### src/verilog/cprs_defs.svh
/*
  Constants of the clock, power and reset supervisor: register offsets,
  field positions, reset values and timing figures.
  Assumes it is included by its bare name from the top and the bench.
*/
// Functional notes
// RQ1: Bus clock equals or halves the AHB clock
// RQ2: USB clock picked from three firmware sources
// RQ3: Optional divide-by-two gives USB 48 MHz
// RQ4: Main oscillator forwarded to PHY clock pin
// RQ5: RTC clock on debug pin, runs in sleep
// RQ6: Master clock divisible by up to 1024
// RQ7: Master source may switch to RTC anytime
// RQ8: Every reset returns to run mode; a watchdog timeout in sleep leaves the mode at sleep
// RQ9: Interrupt speed-up runs CPU at full rate
// RQ10: Idle bit stops CPU and flash clocks
// RQ11: Idle keeps peripheral clocks per mask
// RQ12: Reset, interrupt or wake-up leaves idle
// RQ13: Sleep stops clocks, oscillator off, PLL off
// RQ14: Sleep exits on resets, alarm, wake; not watchdog
// RQ15: Debug active means no clock gated off
// RQ16: System reset keeps clock settings and status
// RQ17: Supply faults global; watchdog, pin, debug system
// RQ18: Reset cause sticky, cleared by power-up only
// RQ19: Firmware resets single peripherals anytime
// RQ20: Supply sag raises brown-out warning interrupt
// RQ21: Brown-out interrupts maskable by firmware
// RQ22: SRAM moves to battery under detector threshold
// RQ23: Master source switch never glitches
// RQ24: Idle bit clears itself on idle exit
`ifndef CPRS_DEFS_SVH
`define CPRS_DEFS_SVH

// =====================================================================
// Register offsets (byte addresses)
`define CPRS_OFF_CLK_CTRL 8'h00
`define CPRS_OFF_CLK_DIV 8'h04
`define CPRS_OFF_CLK_MASK 8'h08
`define CPRS_OFF_PWR_CTRL 8'h0c
`define CPRS_OFF_RST_STAT 8'h10
`define CPRS_OFF_PERIPH_RST 8'h14
`define CPRS_OFF_BO_MASK 8'h18
`define CPRS_OFF_STATUS 8'h1c

// =====================================================================
// Clock control fields
`define CPRS_CC_MSRC_LSB 0
`define CPRS_CC_EMI_HALF 2
`define CPRS_CC_USB_LSB 3
`define CPRS_CC_PHY_EN 5
`define CPRS_CC_RTC_OUT 6
`define CPRS_CC_SPEEDUP 7
`define CPRS_CC_PLL_EN 8
`define CPRS_CC_LVD_EN 9
`define CPRS_CC_RESET 10'h200

// Power control and reset status fields
`define CPRS_PC_IDLE 0
`define CPRS_PC_SLEEP 1
`define CPRS_RS_WDG 0
`define CPRS_RS_SUPPLY 1

// Reset values
`define CPRS_DIV_RESET 10'h000
`define CPRS_MASK_RESET 8'hff
`define CPRS_BO_RESET 2'h0

// =====================================================================
// Timing figures
`define CPRS_MCLK_HZ 20000000
`define CPRS_DIV_MAX 1024

`endif

### src/verilog/cprs_pkg.sv
/*
  Types of the clock, power and reset supervisor.
  Assumes nothing; users write cprs_pkg::name.
*/
package cprs_pkg;

  // Global power modes, Gray coded along run-idle-sleep
  typedef enum logic [1:0]
  {
    CPRS_RUN = 2'h0,
    CPRS_IDLE = 2'h1,
    CPRS_SLEEP = 2'h3
  } cprs_mode_t;

  // Master clock sources
  typedef enum logic [1:0]
  {
    CPRS_SRC_OSC = 2'h0,
    CPRS_SRC_PLL = 2'h1,
    CPRS_SRC_RTC = 2'h2
  } cprs_src_t;

  // USB clock sources
  typedef enum logic [1:0]
  {
    CPRS_USB_MSTR = 2'h0,
    CPRS_USB_HALF = 2'h1,
    CPRS_USB_PIN = 2'h2
  } cprs_usb_t;

endpackage : cprs_pkg

### src/verilog/cprs_top.sv
/*
  Clock, power and reset supervisor: APB register file, glitch-free
  master source switch, master divider, bus and USB clock enables,
  run/idle/sleep control, reset classes, reset cause, brown-out warning.
  Assumes every input is synchronous to mclk_in and that clock sources
  are slow enough to be sampled at 20 MHz.
*/
`timescale 1ns/1ps
`include "cprs_defs.svh"

module cprs_top #(
  parameter int NPERIPH = 8 // Number of gated peripherals
) (
  input wire logic mclk_in, // System clock, 20 MHz
  input wire logic reset_in, // Synchronous reset, active high
  input wire logic psel_in, // APB select
  input wire logic penable_in, // APB enable
  input wire logic pwrite_in, // APB write
  input wire logic [7:0] paddr_in, // APB byte address
  input wire logic [31:0] pwdata_in, // APB write data
  output logic [31:0] prdata_out, // APB read data
  output logic pready_out, // APB ready
  output logic pslverr_out, // APB error
  input wire logic osc_clk_in, // Main oscillator clock
  input wire logic pll_clk_in, // PLL clock
  input wire logic rtc_clk_in, // RTC oscillator clock
  input wire logic usb_ext_clock_pin_in, // External USB clock pin
  input wire logic irq_active_in, // Interrupt being serviced
  input wire logic wake_in, // Wake-up unit input
  input wire logic rtc_alarm_in, // RTC alarm
  input wire logic jtag_debug_in, // Debug session active
  input wire logic por_in, // Power-up condition
  input wire logic vdd_drop_in, // Core supply dropout
  input wire logic vddq_drop_in, // I/O supply dropout
  input wire logic wdg_timeout_in, // Watchdog timeout
  input wire logic ext_reset_pin_n_in, // External reset pin, low active
  input wire logic jtag_reset_cmd_in, // Debug reset command
  input wire logic [1:0] bo_warn_in, // Brown-out sag: {vddq, vdd}
  input wire logic vdd_below_lvd_in, // Core supply under threshold
  output logic mstr_clk_out, // Master clock
  output logic cpu_clk_en_out, // CPU clock enable pulse
  output logic flash_clk_en_out, // Flash interface enable pulse
  output logic hclk_en_out, // AHB clock enable pulse
  output logic bclk_en_out, // External bus enable pulse
  output logic [NPERIPH-1:0] periph_clk_on_out, // Peripheral gates
  output logic usb_clk_out, // USB clock
  output logic phy_clock_out_pin_out, // PHY clock pin
  output logic debug_return_clock_pin_out, // RTC calibration clock
  output logic pll_en_out, // PLL enable
  output logic osc_en_out, // Main oscillator input enable
  output logic global_reset_out, // Global reset class
  output logic system_reset_out, // System reset class
  output logic [NPERIPH-1:0] periph_reset_out, // Peripheral resets
  output logic brownout_irq_out, // Brown-out warning interrupt
  output logic sram_on_battery_out, // SRAM on battery supply
  output logic [1:0] mode_out // Current power mode
);

  // ===================================================================
  // Declarations
  cprs_pkg::cprs_mode_t mode_reg; // Power mode
  logic [9:0] clk_ctrl_reg; // Clock control settings
  logic [9:0] div_reg; // Master divisor minus one
  logic [NPERIPH-1:0] mask_reg; // Peripheral clock mask
  logic [NPERIPH-1:0] prst_reg; // Peripheral reset pulses
  logic [1:0] bo_mask_reg; // Brown-out interrupt enables
  logic [1:0] rst_stat_reg; // Reset cause flags
  logic [1:0] msrc_cur_reg; // Source now driving master
  logic park_reg; // Master held low while switching
  logic mstr_prev_reg; // Master level last cycle
  logic [9:0] div_cnt_reg; // Divider counter
  logic bclk_ph_reg; // Bus clock phase for halving
  logic usb_half_reg; // Divide-by-two USB clock
  logic global_evt; // Any global reset source
  logic sys_evt; // Any system reset source
  logic clk_clr; // Clock settings clear
  logic sys_clr; // System state clear
  logic wr_en; // APB write strobe
  logic setup; // APB setup phase
  logic mstr_rise; // Master rising edge
  logic rclk_tick; // Divided reference tick
  logic full_speed; // Speed-up active
  logic no_gate; // Debug holds clocks on
  logic src_level; // Current source level
  logic new_level; // Requested source level
  logic [1:0] msrc_req; // Requested source
  logic [31:0] rdata; // Read mux
  logic rerr; // Unmapped address

  // ===================================================================
  // Reset classes
  assign global_evt = reset_in | por_in | vdd_drop_in | vddq_drop_in;
  assign sys_evt = wdg_timeout_in | ~ext_reset_pin_n_in
                 | jtag_reset_cmd_in;
  // RQ16 settings survive
  assign clk_clr = global_evt;
  assign sys_clr = global_evt | sys_evt;
  assign setup = psel_in & ~penable_in;
  assign wr_en = psel_in & penable_in & pready_out & pwrite_in;
  assign no_gate = jtag_debug_in;
  assign msrc_req = clk_ctrl_reg[`CPRS_CC_MSRC_LSB +: 2];

  // RQ17 reset class outputs
  always_ff @(posedge mclk_in)
  begin
    global_reset_out <= global_evt;
    system_reset_out <= sys_clr;
  end

  // ===================================================================
  // Clock settings, cleared by global reset only
  // RQ1 RQ2 RQ7 settings
  always_ff @(posedge mclk_in)
  begin
    if (clk_clr)
    begin
      clk_ctrl_reg <= `CPRS_CC_RESET;
      div_reg <= `CPRS_DIV_RESET;
      mask_reg <= `CPRS_MASK_RESET;
    end
    else if (wr_en)
    begin
      // Accepted at any moment, also while running
      case (paddr_in)
        `CPRS_OFF_CLK_CTRL: clk_ctrl_reg <= pwdata_in[9:0];
        `CPRS_OFF_CLK_DIV: div_reg <= pwdata_in[9:0];
        `CPRS_OFF_CLK_MASK: mask_reg <= pwdata_in[NPERIPH-1:0];
        default:
        begin
          // Other registers are handled elsewhere
        end
      endcase
    end
  end

  // Brown-out mask, cleared by either reset class
  // RQ21 mask write
  always_ff @(posedge mclk_in)
  begin
    if (sys_clr)
      bo_mask_reg <= `CPRS_BO_RESET;
    else if (wr_en && paddr_in == `CPRS_OFF_BO_MASK)
      bo_mask_reg <= pwdata_in[1:0];
  end

  // Peripheral reset pulses, one cycle per written one
  // RQ19 single peripheral reset
  always_ff @(posedge mclk_in)
  begin
    if (sys_clr)
      prst_reg <= '0;
    else if (wr_en && paddr_in == `CPRS_OFF_PERIPH_RST)
      prst_reg <= pwdata_in[NPERIPH-1:0];
    else
      prst_reg <= '0;
  end
  assign periph_reset_out = prst_reg;

  // ===================================================================
  // Reset cause status, set wins over the power-up clear
  // RQ18 sticky cause
  always_ff @(posedge mclk_in)
  begin
    if (reset_in)
      rst_stat_reg <= 2'h0;
    else
    begin
      rst_stat_reg[`CPRS_RS_WDG] <= wdg_timeout_in
        | (rst_stat_reg[`CPRS_RS_WDG] & ~por_in);
      rst_stat_reg[`CPRS_RS_SUPPLY] <= vdd_drop_in | vddq_drop_in
        | (rst_stat_reg[`CPRS_RS_SUPPLY] & ~por_in);
    end
  end

  // ===================================================================
  // Power mode machine
  always_ff @(posedge mclk_in)
  begin
    // RQ8 reset enters run
    if (global_evt || ~ext_reset_pin_n_in || jtag_reset_cmd_in)
      mode_reg <= cprs_pkg::CPRS_RUN;
    else
    begin
      case (mode_reg)
        cprs_pkg::CPRS_RUN:
        begin
          // RQ10 idle bit entry
          if (wdg_timeout_in)
            mode_reg <= cprs_pkg::CPRS_RUN;
          else if (wr_en && paddr_in == `CPRS_OFF_PWR_CTRL &&
                   pwdata_in[`CPRS_PC_SLEEP])
            mode_reg <= cprs_pkg::CPRS_SLEEP;
          else if (wr_en && paddr_in == `CPRS_OFF_PWR_CTRL &&
                   pwdata_in[`CPRS_PC_IDLE])
            mode_reg <= cprs_pkg::CPRS_IDLE;
        end
        cprs_pkg::CPRS_IDLE:
        begin
          // RQ12 RQ24 exit clears idle bit
          if (irq_active_in || wake_in || wdg_timeout_in)
            mode_reg <= cprs_pkg::CPRS_RUN;
        end
        cprs_pkg::CPRS_SLEEP:
        begin
          // RQ14 watchdog ignored here
          if (rtc_alarm_in || wake_in)
            mode_reg <= cprs_pkg::CPRS_RUN;
        end
        default:
          mode_reg <= cprs_pkg::CPRS_RUN;
      endcase
    end
  end
  assign mode_out = mode_reg;

  // ===================================================================
  // Glitch-free master source switch
  always_comb
  begin
    case (msrc_cur_reg)
      cprs_pkg::CPRS_SRC_PLL: src_level = pll_clk_in;
      cprs_pkg::CPRS_SRC_RTC: src_level = rtc_clk_in;
      default: src_level = osc_clk_in;
    endcase
    case (msrc_req)
      cprs_pkg::CPRS_SRC_PLL: new_level = pll_clk_in;
      cprs_pkg::CPRS_SRC_RTC: new_level = rtc_clk_in;
      default: new_level = osc_clk_in;
    endcase
  end

  // RQ23 park low, then swap
  always_ff @(posedge mclk_in)
  begin
    if (clk_clr)
    begin
      msrc_cur_reg <= cprs_pkg::CPRS_SRC_OSC;
      park_reg <= 1'b0;
    end
    else if (!park_reg && msrc_req != msrc_cur_reg && !src_level)
      park_reg <= 1'b1;
    else if (park_reg && !new_level)
    begin
      msrc_cur_reg <= msrc_req;
      park_reg <= 1'b0;
    end
  end

  // Master output, stopped in sleep unless debug holds it
  // RQ13 sleep stops master
  always_ff @(posedge mclk_in)
  begin
    if (clk_clr)
      mstr_clk_out <= 1'b0;
    else
      mstr_clk_out <= src_level & ~park_reg
        & (mode_reg != cprs_pkg::CPRS_SLEEP || no_gate);
    mstr_prev_reg <= mstr_clk_out;
  end
  assign mstr_rise = mstr_clk_out & ~mstr_prev_reg;

  // ===================================================================
  // Reference divider, divisor div_reg+1 up to 1024
  // RQ9 speed-up bypass
  assign full_speed = clk_ctrl_reg[`CPRS_CC_SPEEDUP] & irq_active_in;
  assign rclk_tick = mstr_rise & (full_speed || div_cnt_reg == div_reg);

  // RQ6 dynamic divider
  always_ff @(posedge mclk_in)
  begin
    if (sys_clr || rclk_tick)
      div_cnt_reg <= 10'h000;
    else if (mstr_rise)
      div_cnt_reg <= div_cnt_reg + 10'h001;
  end

  // CPU, flash, AHB and bus clock enables
  always_ff @(posedge mclk_in)
  begin
    if (sys_clr)
    begin
      cpu_clk_en_out <= 1'b0;
      flash_clk_en_out <= 1'b0;
      hclk_en_out <= 1'b0;
      bclk_en_out <= 1'b0;
      bclk_ph_reg <= 1'b0;
    end
    else
    begin
      // RQ10 RQ15 CPU stops unless debug
      cpu_clk_en_out <= rclk_tick
        & (mode_reg == cprs_pkg::CPRS_RUN || no_gate);
      flash_clk_en_out <= rclk_tick
        & (mode_reg == cprs_pkg::CPRS_RUN || no_gate);
      hclk_en_out <= rclk_tick;
      if (rclk_tick)
        bclk_ph_reg <= ~bclk_ph_reg;
      // RQ1 bus clock ratio
      bclk_en_out <= rclk_tick
        & (~clk_ctrl_reg[`CPRS_CC_EMI_HALF] | bclk_ph_reg);
    end
  end

  // Peripheral gates follow the mask in run and idle
  // RQ11 RQ15 peripheral gating
  always_ff @(posedge mclk_in)
  begin
    if (sys_clr)
      periph_clk_on_out <= '0;
    else if (no_gate)
      periph_clk_on_out <= '1;
    else if (mode_reg == cprs_pkg::CPRS_SLEEP)
      periph_clk_on_out <= '0;
    else
      periph_clk_on_out <= mask_reg;
  end

  // ===================================================================
  // USB, PHY and calibration clocks
  // RQ3 divide-by-two stage
  always_ff @(posedge mclk_in)
  begin
    if (sys_clr)
      usb_half_reg <= 1'b0;
    else if (mstr_rise)
      usb_half_reg <= ~usb_half_reg;
  end

  // RQ2 USB source select
  always_ff @(posedge mclk_in)
  begin
    if (sys_clr)
      usb_clk_out <= 1'b0;
    else
    begin
      case (clk_ctrl_reg[`CPRS_CC_USB_LSB +: 2])
        cprs_pkg::CPRS_USB_HALF: usb_clk_out <= usb_half_reg;
        cprs_pkg::CPRS_USB_PIN: usb_clk_out <= usb_ext_clock_pin_in;
        default: usb_clk_out <= mstr_clk_out;
      endcase
    end
  end

  // RQ4 RQ5 PHY and calibration outputs
  always_ff @(posedge mclk_in)
  begin
    if (clk_clr)
    begin
      phy_clock_out_pin_out <= 1'b0;
      debug_return_clock_pin_out <= 1'b0;
    end
    else
    begin
      phy_clock_out_pin_out <= osc_clk_in & osc_en_out
        & clk_ctrl_reg[`CPRS_CC_PHY_EN];
      debug_return_clock_pin_out <= rtc_clk_in
        & clk_ctrl_reg[`CPRS_CC_RTC_OUT];
    end
  end

  // ===================================================================
  // Oscillator, PLL, detector outputs
  // RQ13 oscillator and PLL off
  always_ff @(posedge mclk_in)
  begin
    if (clk_clr)
    begin
      osc_en_out <= 1'b1;
      pll_en_out <= 1'b0;
    end
    else
    begin
      osc_en_out <= mode_reg != cprs_pkg::CPRS_SLEEP || no_gate;
      pll_en_out <= clk_ctrl_reg[`CPRS_CC_PLL_EN]
        & (mode_reg != cprs_pkg::CPRS_SLEEP || no_gate);
    end
  end

  // RQ20 RQ21 RQ22 warning and battery
  always_ff @(posedge mclk_in)
  begin
    if (sys_clr)
      brownout_irq_out <= 1'b0;
    else
      brownout_irq_out <= |(bo_warn_in & bo_mask_reg);
    if (clk_clr)
      sram_on_battery_out <= 1'b0;
    else
      sram_on_battery_out <= vdd_below_lvd_in
        & clk_ctrl_reg[`CPRS_CC_LVD_EN];
  end

  // ===================================================================
  // APB read side, zero-wait answers
  always_comb
  begin
    rdata = 32'h0000_0000;
    rerr = 1'b0;
    case (paddr_in)
      `CPRS_OFF_CLK_CTRL: rdata[9:0] = clk_ctrl_reg;
      `CPRS_OFF_CLK_DIV: rdata[9:0] = div_reg;
      `CPRS_OFF_CLK_MASK: rdata[NPERIPH-1:0] = mask_reg;
      `CPRS_OFF_PWR_CTRL:
        rdata[1:0] = {mode_reg == cprs_pkg::CPRS_SLEEP,
                      mode_reg == cprs_pkg::CPRS_IDLE};
      `CPRS_OFF_RST_STAT: rdata[1:0] = rst_stat_reg;
      `CPRS_OFF_PERIPH_RST: rdata = 32'h0000_0000;
      `CPRS_OFF_BO_MASK: rdata[1:0] = bo_mask_reg;
      `CPRS_OFF_STATUS:
        rdata[6:0] = {bo_warn_in, park_reg, msrc_cur_reg, mode_reg};
      default: rerr = 1'b1;
    endcase
  end

  // Answer registered in setup, shown in access
  always_ff @(posedge mclk_in)
  begin
    if (reset_in)
    begin
      pready_out <= 1'b0;
      prdata_out <= 32'h0000_0000;
      pslverr_out <= 1'b0;
    end
    else
    begin
      pready_out <= setup;
      prdata_out <= (setup && !pwrite_in) ? rdata : 32'h0000_0000;
      pslverr_out <= setup & rerr;
    end
  end

  // ===================================================================
  // Assertions
  // RQ10 CPU stops
  AST_IDLE_STOPS_CPU: assert property (@(posedge mclk_in) // RQ10
    disable iff (reset_in) (mode_reg != cprs_pkg::CPRS_RUN && !no_gate)
    |=> !cpu_clk_en_out) else $error("CPU clock runs outside run");
  // RQ12 idle exit
  AST_IDLE_EXIT: assert property (@(posedge mclk_in) // RQ12
    disable iff (reset_in)
    (mode_reg == cprs_pkg::CPRS_IDLE && (irq_active_in || wake_in))
    |=> mode_reg == cprs_pkg::CPRS_RUN) else $error("Idle not left");
  AST_SLEEP_WDG_STAYS: assert property (@(posedge mclk_in) // RQ14
    disable iff (reset_in)
    (mode_reg == cprs_pkg::CPRS_SLEEP && wdg_timeout_in && !rtc_alarm_in
     && !wake_in && !global_evt && ext_reset_pin_n_in
     && !jtag_reset_cmd_in) |=> mode_reg == cprs_pkg::CPRS_SLEEP)
    else $error("Watchdog left sleep");
  AST_SLEEP_PLL_OFF: assert property (@(posedge mclk_in) // RQ13
    disable iff (reset_in)
    (mode_reg == cprs_pkg::CPRS_SLEEP && !no_gate) [*2] |->
    !pll_en_out && !osc_en_out && !mstr_clk_out)
    else $error("Clock alive in sleep");
  AST_DEBUG_NO_GATE: assert property (@(posedge mclk_in) // RQ15
    disable iff (reset_in || sys_clr) no_gate |=> &periph_clk_on_out)
    else $error("Clock gated during debug");
  AST_BO_MASKED: assert property (@(posedge mclk_in) // RQ21
    disable iff (reset_in) (bo_mask_reg == 2'h0) |=> !brownout_irq_out)
    else $error("Masked brown-out raised");
  AST_SRAM_BATT: assert property (@(posedge mclk_in) // RQ22
    disable iff (reset_in)
    (vdd_below_lvd_in && clk_ctrl_reg[`CPRS_CC_LVD_EN] && !clk_clr)
    |=> sram_on_battery_out) else $error("SRAM not on battery");
  AST_CAUSE_STICKY: assert property (@(posedge mclk_in) // RQ18
    disable iff (reset_in) (rst_stat_reg[`CPRS_RS_WDG] && !por_in)
    |=> rst_stat_reg[`CPRS_RS_WDG]) else $error("Cause flag lost");
  AST_GLOBAL_CLASS: assert property (@(posedge mclk_in) // RQ17
    disable iff (reset_in) (vdd_drop_in || vddq_drop_in || por_in)
    |=> global_reset_out && system_reset_out)
    else $error("Supply fault missed global reset");
  AST_SPEEDUP: assert property (@(posedge mclk_in) // RQ9
    disable iff (reset_in || sys_clr)
    (full_speed && mstr_rise && mode_reg == cprs_pkg::CPRS_RUN)
    |=> cpu_clk_en_out) else $error("No full speed in interrupt");
  COV_IDLE_ROUND: cover property (@(posedge mclk_in)
    mode_reg == cprs_pkg::CPRS_IDLE ##1 mode_reg == cprs_pkg::CPRS_RUN);
  COV_SLEEP_WAKE: cover property (@(posedge mclk_in)
    mode_reg == cprs_pkg::CPRS_SLEEP && rtc_alarm_in);
  COV_SRC_SWITCH: cover property (@(posedge mclk_in)
    park_reg ##1 !park_reg);

endmodule // cprs_top

### config.mk
export PLATFORM = sky130hd
export DESIGN_NAME = cprs_top
export DESIGN_NICKNAME = d
export VERILOG_FILES = /design/src/verilog/cprs_pkg.sv /design/src/verilog/cprs_top.sv
export VERILOG_INCLUDE_DIRS = /design/src /design/src/verilog
export SDC_FILE = /design/constraint.sdc
export NUM_CORES = 1
export LEC_CHECK = 0
export ABC_AREA = 1
export CORE_MARGIN = 2
export CORE_UTILIZATION = 40
export CTS_BUF_LIST = sky130_fd_sc_hd__clkbuf_8
export DETAILED_ROUTE_END_ITERATION = 7
export DONT_BUFFER_PORTS = 1
export GPL_TIMING_DRIVEN = 0
export PLACE_DENSITY = 0.51
export SLEW_MARGIN = 20
export SYNTH_ARGS = -nofsm -noshare
export SYNTH_HDL_FRONTEND = slang
export SYNTH_SLANG_ARGS = --single-unit
### constraint.sdc
create_clock -name mclk_in -period 2.4 [get_ports mclk_in]
set_clock_uncertainty 0.15 [all_clocks]
set_input_delay 0.36 -clock mclk_in [delete_from_list [all_inputs] [get_ports mclk_in]]
set_output_delay 0.36 -clock mclk_in [all_outputs]
set_load 0.02 [all_outputs]
## Word level (Yosys, flattened, before mapping)

Cells that the tools add are included.
W data, S select, Z words.

- Bits of input ports: 62
- Logic and storage cells: 146
- Bits in registers: 113
- Output and inout port bits: 66

- Eq/ne operators: 21
- Bitwise operators: 41
- $add $sub $neg: 1
- Multiplexer cells: 18
- Reductions and logical operators: 34

Operator list:

| kind | number |
|---|---|
| $eq A8 B5 Y1 const B | 4 |
| $pmux W5 S4 | 1 |
| $and A1 B1 Y1 | 19 |
| $eq A8 B4 Y1 const B | 2 |
| $mux W8 | 2 |
| $pmux W2 S7 | 1 |
| $not A1 Y1 | 11 |
| $add A10 B1 Y10 const B | 1 |
| $eq A10 B10 Y1 | 1 |
| $mux W2 | 5 |
| $or A1 B1 Y1 | 10 |
| $logic_and A1 B1 Y1 | 9 |
| $logic_or A1 B1 Y1 | 9 |
| $eq A2 B1 Y1 const B | 4 |
| $eq A2 B2 Y1 const B | 4 |
| $eq A8 B3 Y1 const B | 1 |
| $logic_not A8 Y1 | 1 |
| $reduce_and A2 Y1 | 4 |
| $reduce_or A8 Y1 | 1 |
| $ne A2 B2 Y1 const B | 3 |
| $pmux W1 S2 | 3 |
| $pmux W2 S3 | 1 |
| $reduce_or A2 Y1 | 3 |
| $logic_not A1 Y1 | 4 |
| other kinds (9) | 11 |

## Longest topological paths before layout

Gate-level depths: netlist of run 1.

- Depth in word-level cells: 9
- Mapped depth: 12
- Gate-level depth less buffers: 12

## Least setup slack after synthesis of run 1

Ideal clock, no wire load.

- Path kind: reg2reg
- From: register mstr_clk_out
- To: register div_cnt_reg[7]
- Cell stages (with the launch flop): 8
- Clock period less this slack: 1608 ps
- Data arrival time: 1342 ps
- Data required time: 2134 ps
- Path buffers: 0
- Library setup time: 116 ps
- Path slack: 792 ps
- Cells stage by stage: dfxtp_1 inv_1 nor2_4 nand4_1 nor2_1 nand3_1 xor2_1 nor2_1

- Cells in the longest elaborated chain, start to end: 3

RTL lines:

| element | line | text |
|---|---|---|
| start, declared | cprs_top.sv:40 | `output logic mstr_clk_out,` |
| start signal, assigned | cprs_top.sv:256 | `mstr_clk_out <= src_level & ~park_reg` |
| $and A1 B1 Y1 * | cprs_top.sv:260 | `assign mstr_rise = mstr_clk_out & ~mstr_prev_reg;` |
| $and A1 B1 Y1 | cprs_top.sv:266 | `assign rclk_tick = mstr_rise & (full_speed \|\| div_cnt_reg == div_reg);` |
| $logic_or A1 B1 Y1 | cprs_top.sv:271 | `if (sys_clr \|\| rclk_tick)` |
| end signal, assigned | cprs_top.sv:274 | `div_cnt_reg <= div_cnt_reg + 10'h001;` |
| end, declared | cprs_top.sv:71 | `logic [9:0] div_cnt_reg;` |

Every way passes the cells marked *; elsewhere a longest branch is shown, timed or not.
A chain may end at the register's enable or synchronous reset.

## Final worst setup path of run 1

Same ends and word-level chain as after synthesis.

==> results of run 1 <==
==> critical path: stages (launching register included) <==
cell     delay, ns
dfxtp_1       0.50
inv_1         0.12
nor2_4        0.20
nand4_1       0.16
nor2_1        0.33
nand3_1       0.14
xor2_1        0.15
nor2_1        0.06
==> layout make-up <==
class / count / area [µm²] / area share (%)
buffer: 33 / 232.7 / 5.161
clock buffer: 10 / 137.6 / 3.052
clock inverter: 6 / 63.81 / 1.415
inverter: 60 / 226.5 / 5.022
multi-input combinational: 340 / 1770 / 39.26
sequential: 91 / 1822 / 40.40
tap: 133 / 166.4 / 3.690
timing repair buffer: 9 / 90.09 / 1.998
==> worst max path at each step <==
stage                      start             endpoint  slack (ns)  depth (start not counted)
floorplan           mstr_clk_out       div_cnt_reg[7]        0.79                          7
global placement     paddr_in[6]  periph_reset_out[3]        0.36                          5
detailed placement   paddr_in[6]  periph_reset_out[4]        0.33                          5
CTS                 mstr_clk_out       div_cnt_reg[7]        0.44                          7
global route        mstr_clk_out       div_cnt_reg[7]        0.22                          7
finish              mstr_clk_out       div_cnt_reg[7]        0.48                          7
==> power breakdown <==
group	internal, mW	leakage, nW	switching, mW
clock	0.512	0.104	0.558
sequential	1.52	0.734	0.00820
combinational	0.0476	1.08	0.0850
total	2.08	1.92	0.651
==> metal layers <==
metal  up-vias  GRT usage (%)  share of wire (%)
met5         -              0                  0
met4         0          8.591                1.8
met3        14          4.594                4.2
met2        64          31.50                 48
met1      1456          26.11                 46
li1       1655              -                  -
==> metrics by stage <==
stage	cell area [µm²]	hold slack [ns]	setup slack (ns)	total power [mW]
2_1_floorplan	4051	0.2782	0.7917	1.660
3_3_place_gp	4218	0.2963	0.3560	1.678
3_5_place_dp	4218	0.2963	0.3311	1.678
4_1_cts	4509	0.003034	0.4417	2.746
5_1_grt	4509	0.01006	0.2192	2.826
6_report	4509	0.01451	0.4823	2.726
==> cells in the mapped netlist (all sizes together), types with 5 or more instances <==
cell type,number,area (µm²)
a21oi,45,229.0
a41oi,5,43.79
buf,29,217.7
dfxtp,91,1822
ha,7,87.58
inv,58,217.7
nand2,108,420.4
nand3,17,90.09
nor2,59,254.0
nor3,10,72.57
o211ai,11,122.6
o21ai,29,148.9
xnor2,6,52.55
xor2,6,52.55
==> cells by family (layout without fill, tap and decap cells) <==
group | Yosys count | in the layout | synth area share (%)
AND/OR/NAND/NOR | 203 | 203 | 22.68
AO/OA/AOI/OAI | 95 | 95 | 14.71
adder cells (fa/ha/maj) | 7 | 7 | 2.205
multiplexers | 1 | 1 | 0.2520
flip-flops | 91 | 91 | 45.86
XOR/XNOR | 12 | 12 | 2.646
other | 1 | 22 | 0.09440
buffers and inverters | 93 | 118 | 11.56
==> placed cells by master, fill, tap and decap left out, drive strengths merged, types with 14 or more instances in the layout <==
cell type / synthesis / layout
a21oi: 45 / 45
dfxtp: 91 / 91
o21ai: 29 / 29
inv: 58 / 61
clkbuf: 4 / 14
nand3: 17 / 17
conb: 1 / 22
buf: 29 / 29
nor2: 59 / 59
nand2: 108 / 108
==> run metrics, run 1 <==
I/O Buffers 0; fillcell total between 1000 and 1500; Rows 36; core area 9684 µm²; relative slew slack 63.69%; Worst EP required ~2.5 ns; Avg Cell Area, Syn 7.898 µm²; dominant synthesized flop cell dfxtp_1; IO Count ~130; Final Setup Violations 0; CTS tree yes; GPL Wtd Cong roughly 0.9; R2R depth 7; peak supply drop approximately 0.00034 V; Layout area overhead 13.51%; clk buf depth 2; gr usage total 19.92%; DP Wirelength between 8 and 9 mm; setup bufs post-CTS 0; Iter 0 DRT Violations roughly 130; Worst Hold End brownout_irq_out; Async SR Flop Fraction 0%; diode count 0; Fmax 521.5 MHz; post-CTS sizing 0; worst-margin pin slew 0.5397 ns; warnings from Yosys 0; full die area around 11000 µm²; flops & latches, synth between 90 and 100; Tightest Hold Check Type in -> reg; Starting Density about two fifths; leakage power 1.917 nW; DIE HEIGHT 103.7 µm; reg2reg end div_cnt_reg[7]; status completed; hold path startpoint bo_warn_in[1]; Remaining DRCs 0; critical path type reg -> reg; setup_tns 0 ns; max-capacitance violation count 0; Die Wd about 100 µm; Clk pin slew, worst setup/hold paths 0.09 ns; worst skew pair latency 0.37 ns; Seq/Total Area, Yosys 45.86%; Max Slew Vio Count 0; DR pass1 iterations 4; initial antenna violation count 0; pin count of the biggest net entering global routing 16; Worst R2R Start mstr_clk_out; crit start category flop; WHS Path Cells 2; ANT nets after route 0; crit end category flop; CTS Hold Bufs 9; vias in the first global route just over 3000; Max FO, Critical Path 8; H-tree depth 3; first-pass GRT wire length 16.53 mm; period utilisation layout between 70% and 80%; number of flops mapped to enable cells by yosys 0; Synth Instances between 500 and 600; synth unique cells 40; CTS buffer count 9; cell count after placement around 660; # nets final between 600 and 700; CP arrival 2.03 ns; Remaining Overflow, GRT 0; post-layout util 46.56%; fin cells 682; unrepaired setup endpoints after global routing false; layout cells sized above 1 roughly 14%; root buffer selected by CTS clkbuf_8; total number of vias 3189; Hold Vio Cnt, Final 0; R2R Setup Slk 0.48 ns; pwr dens around 600 nW/µm²; vias per cell between 4 and 5; WL final 10.33 mm; minimum clock period 1.918 ns; clock sinks between 90 and 100; mean routed wirelength per cell about 15 µm; Mapped Area 3973 µm²
No activity file was read; power rests on OpenSTA's default activity.
==> inputs of run 2 (changes only) <==
clock period = 1.8 ns   (was 2.4 ns; I/O delays follow)
==> run metrics, run 2 (synthesis results as in run 1) <==
status finished, violations left; violated checks negative hold slack; Max FO, Critical Path 8 (unchanged); Iter 0 DRT Violations 116 (-7.9%); relative slew slack 62.97% (-0.71 points); gr usage total 20.40% (+0.48 points); Remaining DRCs 0 (unchanged); layout cells sized above 1 15.88% (+2.2 points); Remaining Overflow, GRT 0 (unchanged); DP Wirelength 8.024 mm (unchanged); DR pass1 iterations 4 (unchanged); Hold Vio Cnt, Final 1 (+1); mean routed wirelength per cell 15.06 µm (-0.60%); H-tree depth 3 (unchanged); pwr dens 768.3 nW/µm² (+27%); period utilisation layout a little over nine tenths; fin cells 706 (+3.5%); root buffer selected by CTS clkbuf_8; critical path type in -> reg; Fmax just under 600 MHz; Worst R2R Start clk_ctrl_reg[0]; Worst EP required 1.94 ns (-0.57 ns); Final Setup Violations 0 (unchanged); dpl ws -0.1789 ns (-0.5100 ns); hold path startpoint paddr_in[3]; worst skew pair latency 0.37 ns (about the same); Layout area overhead 19.91%; minimum clock period ~1.7 ns; CP arrival 1.83 ns (-0.20 ns); diode count 0 (unchanged); WHS Path Cells 2 (unchanged); WHS -0.002509 ns (-0.01702 ns); Clk pin slew, worst setup/hold paths 0.08 ns (about the same); Max Slew Vio Count 0 (unchanged); fillcell total 992 (-1.4%); clk buf depth 2 (unchanged); Starting Density 41.02% (unchanged); reg2reg end msrc_cur_reg[1]; max-capacitance violation count 0 (unchanged); R2R Setup Slk 0.15 ns (-0.33 ns); core area 9684 µm² (unchanged); Register Area 1827 µm² (+0.27%); total number of vias 3295 (+3.3%); vias in the first global route 3204 (+4.9%); leakage power 2.027 nW (+5.8%); full die area 10740 µm² (unchanged); Die Wd 103.7 µm (unchanged); crit start category input pin; Rows 36 (unchanged); unrepaired setup endpoints after global routing false; CTS tree yes; worst setup path startpoint jtag_reset_cmd_in; crit end category flop; IO Count 128 (unchanged); CTS buffer count 9 (unchanged); Worst Hold End pslverr_out; final worst slack 0.1069 ns (-0.3754 ns); setup_tns 0 ns (unchanged); GPL Wtd Cong 0.9214 (unchanged); Tot Pwr 3.660 mW (+34%); most frequent cells in the layout nand2_1 (104), dfxtp_1 (89), inv_1 (54), nor2_1 (51), a21oi_1 (44); first-pass GRT wire length 17.07 mm (+3.3%); vias per cell 4.667 (-0.19%); post-route design area 4763 µm² (+5.6%); cell count after placement 657 (unchanged); initial antenna violation count 0 (unchanged); dpl cell area 4218 µm² (unchanged); Tightest Hold Check Type in -> reg; WL final 10.63 mm (+2.9%); # nets final 637 (+3.9%); area of the multi-input gates 1793 µm² (+1.3%); clock sinks 91 (unchanged); I/O Buffers 0 (unchanged); ANT nets after route 0 (unchanged); peak supply drop 0.0004544 V (+35%); DIE HEIGHT 103.7 µm (unchanged); pin count of the biggest net entering global routing 16 (unchanged); worst-margin pin slew 0.5554 ns (+0.01568 ns); R2R depth 7 (unchanged); commonest non-fill, non-tap cell in the layout nand2_1
run 2: what timing repair did:
item	4_1_cts	5_1_grt
pin swaps	0	4
hold buffers	26	0
setup buffers	0	7
setup endpoints to repair	4	34
resized for setup	3	10
hold endpoints to repair	37	0
run 2: worst max-delay path by stage:
stage / slack, ns / cells after the start / endpoint
finish: 0.11 / 6 / periph_reset_out[4]
detailed placement: -0.18 / 5 / periph_reset_out[4]
global placement: -0.15 / 5 / periph_reset_out[3]
CTS: 0.03 / 4 / periph_reset_out[4]
floorplan: 0.19 / 7 / div_cnt_reg[7]
global route: 0.02 / 8 / div_cnt_reg[9]
run 2: stage by stage:
step,hold slack (ns),util (%)
floorplan,0.2026,-
global route,0.0007303,49.19
global placement,0.2063,43.55
finish,-0.002509,49.19
CTS,0.0005499,48.37
detailed placement,0.2063,43.55
run 2: layout make-up:
cell class / instances / area share [%]
plain buffers: 33 / 4.965
clock buffers: 10 / 2.889
clock inverters: 6 / 1.340
inverters: 60 / 4.754
multi-input cells: 340 / 37.64
flip-flops and latches: 91 / 38.35
well taps: 133 / 3.494
repair buffers: 33 / 6.567
run 2: per-layer routing:
metal | wire length, µm | share of wire (%) | global-route usage (%) | vias up
met5 | 0 | 0 | 0 | -
met4 | 269 | 2.5 | 9.170 | 0
met3 | 532 | 5.0 | 4.279 | 19
met2 | 5021 | 47 | 32.50 | 74
met1 | 4806 | 45 | 26.67 | 1495
li1 | - | - | - | 1707
run 2: power breakdown:
group          switching, mW  total, mW  internal [mW]
Sequential            0.0111       2.03           2.02
Combinational          0.123      0.212         0.0883
Clock                  0.735       1.42          0.682
run 2: worst max-delay path: stages:
cell	delay [ns]
dlygate4sd3_1	0.53
nor2_1	0.16
nand2_1	0.11
nor2_2	0.19
nand3_1	0.37
nor2_1	0.20
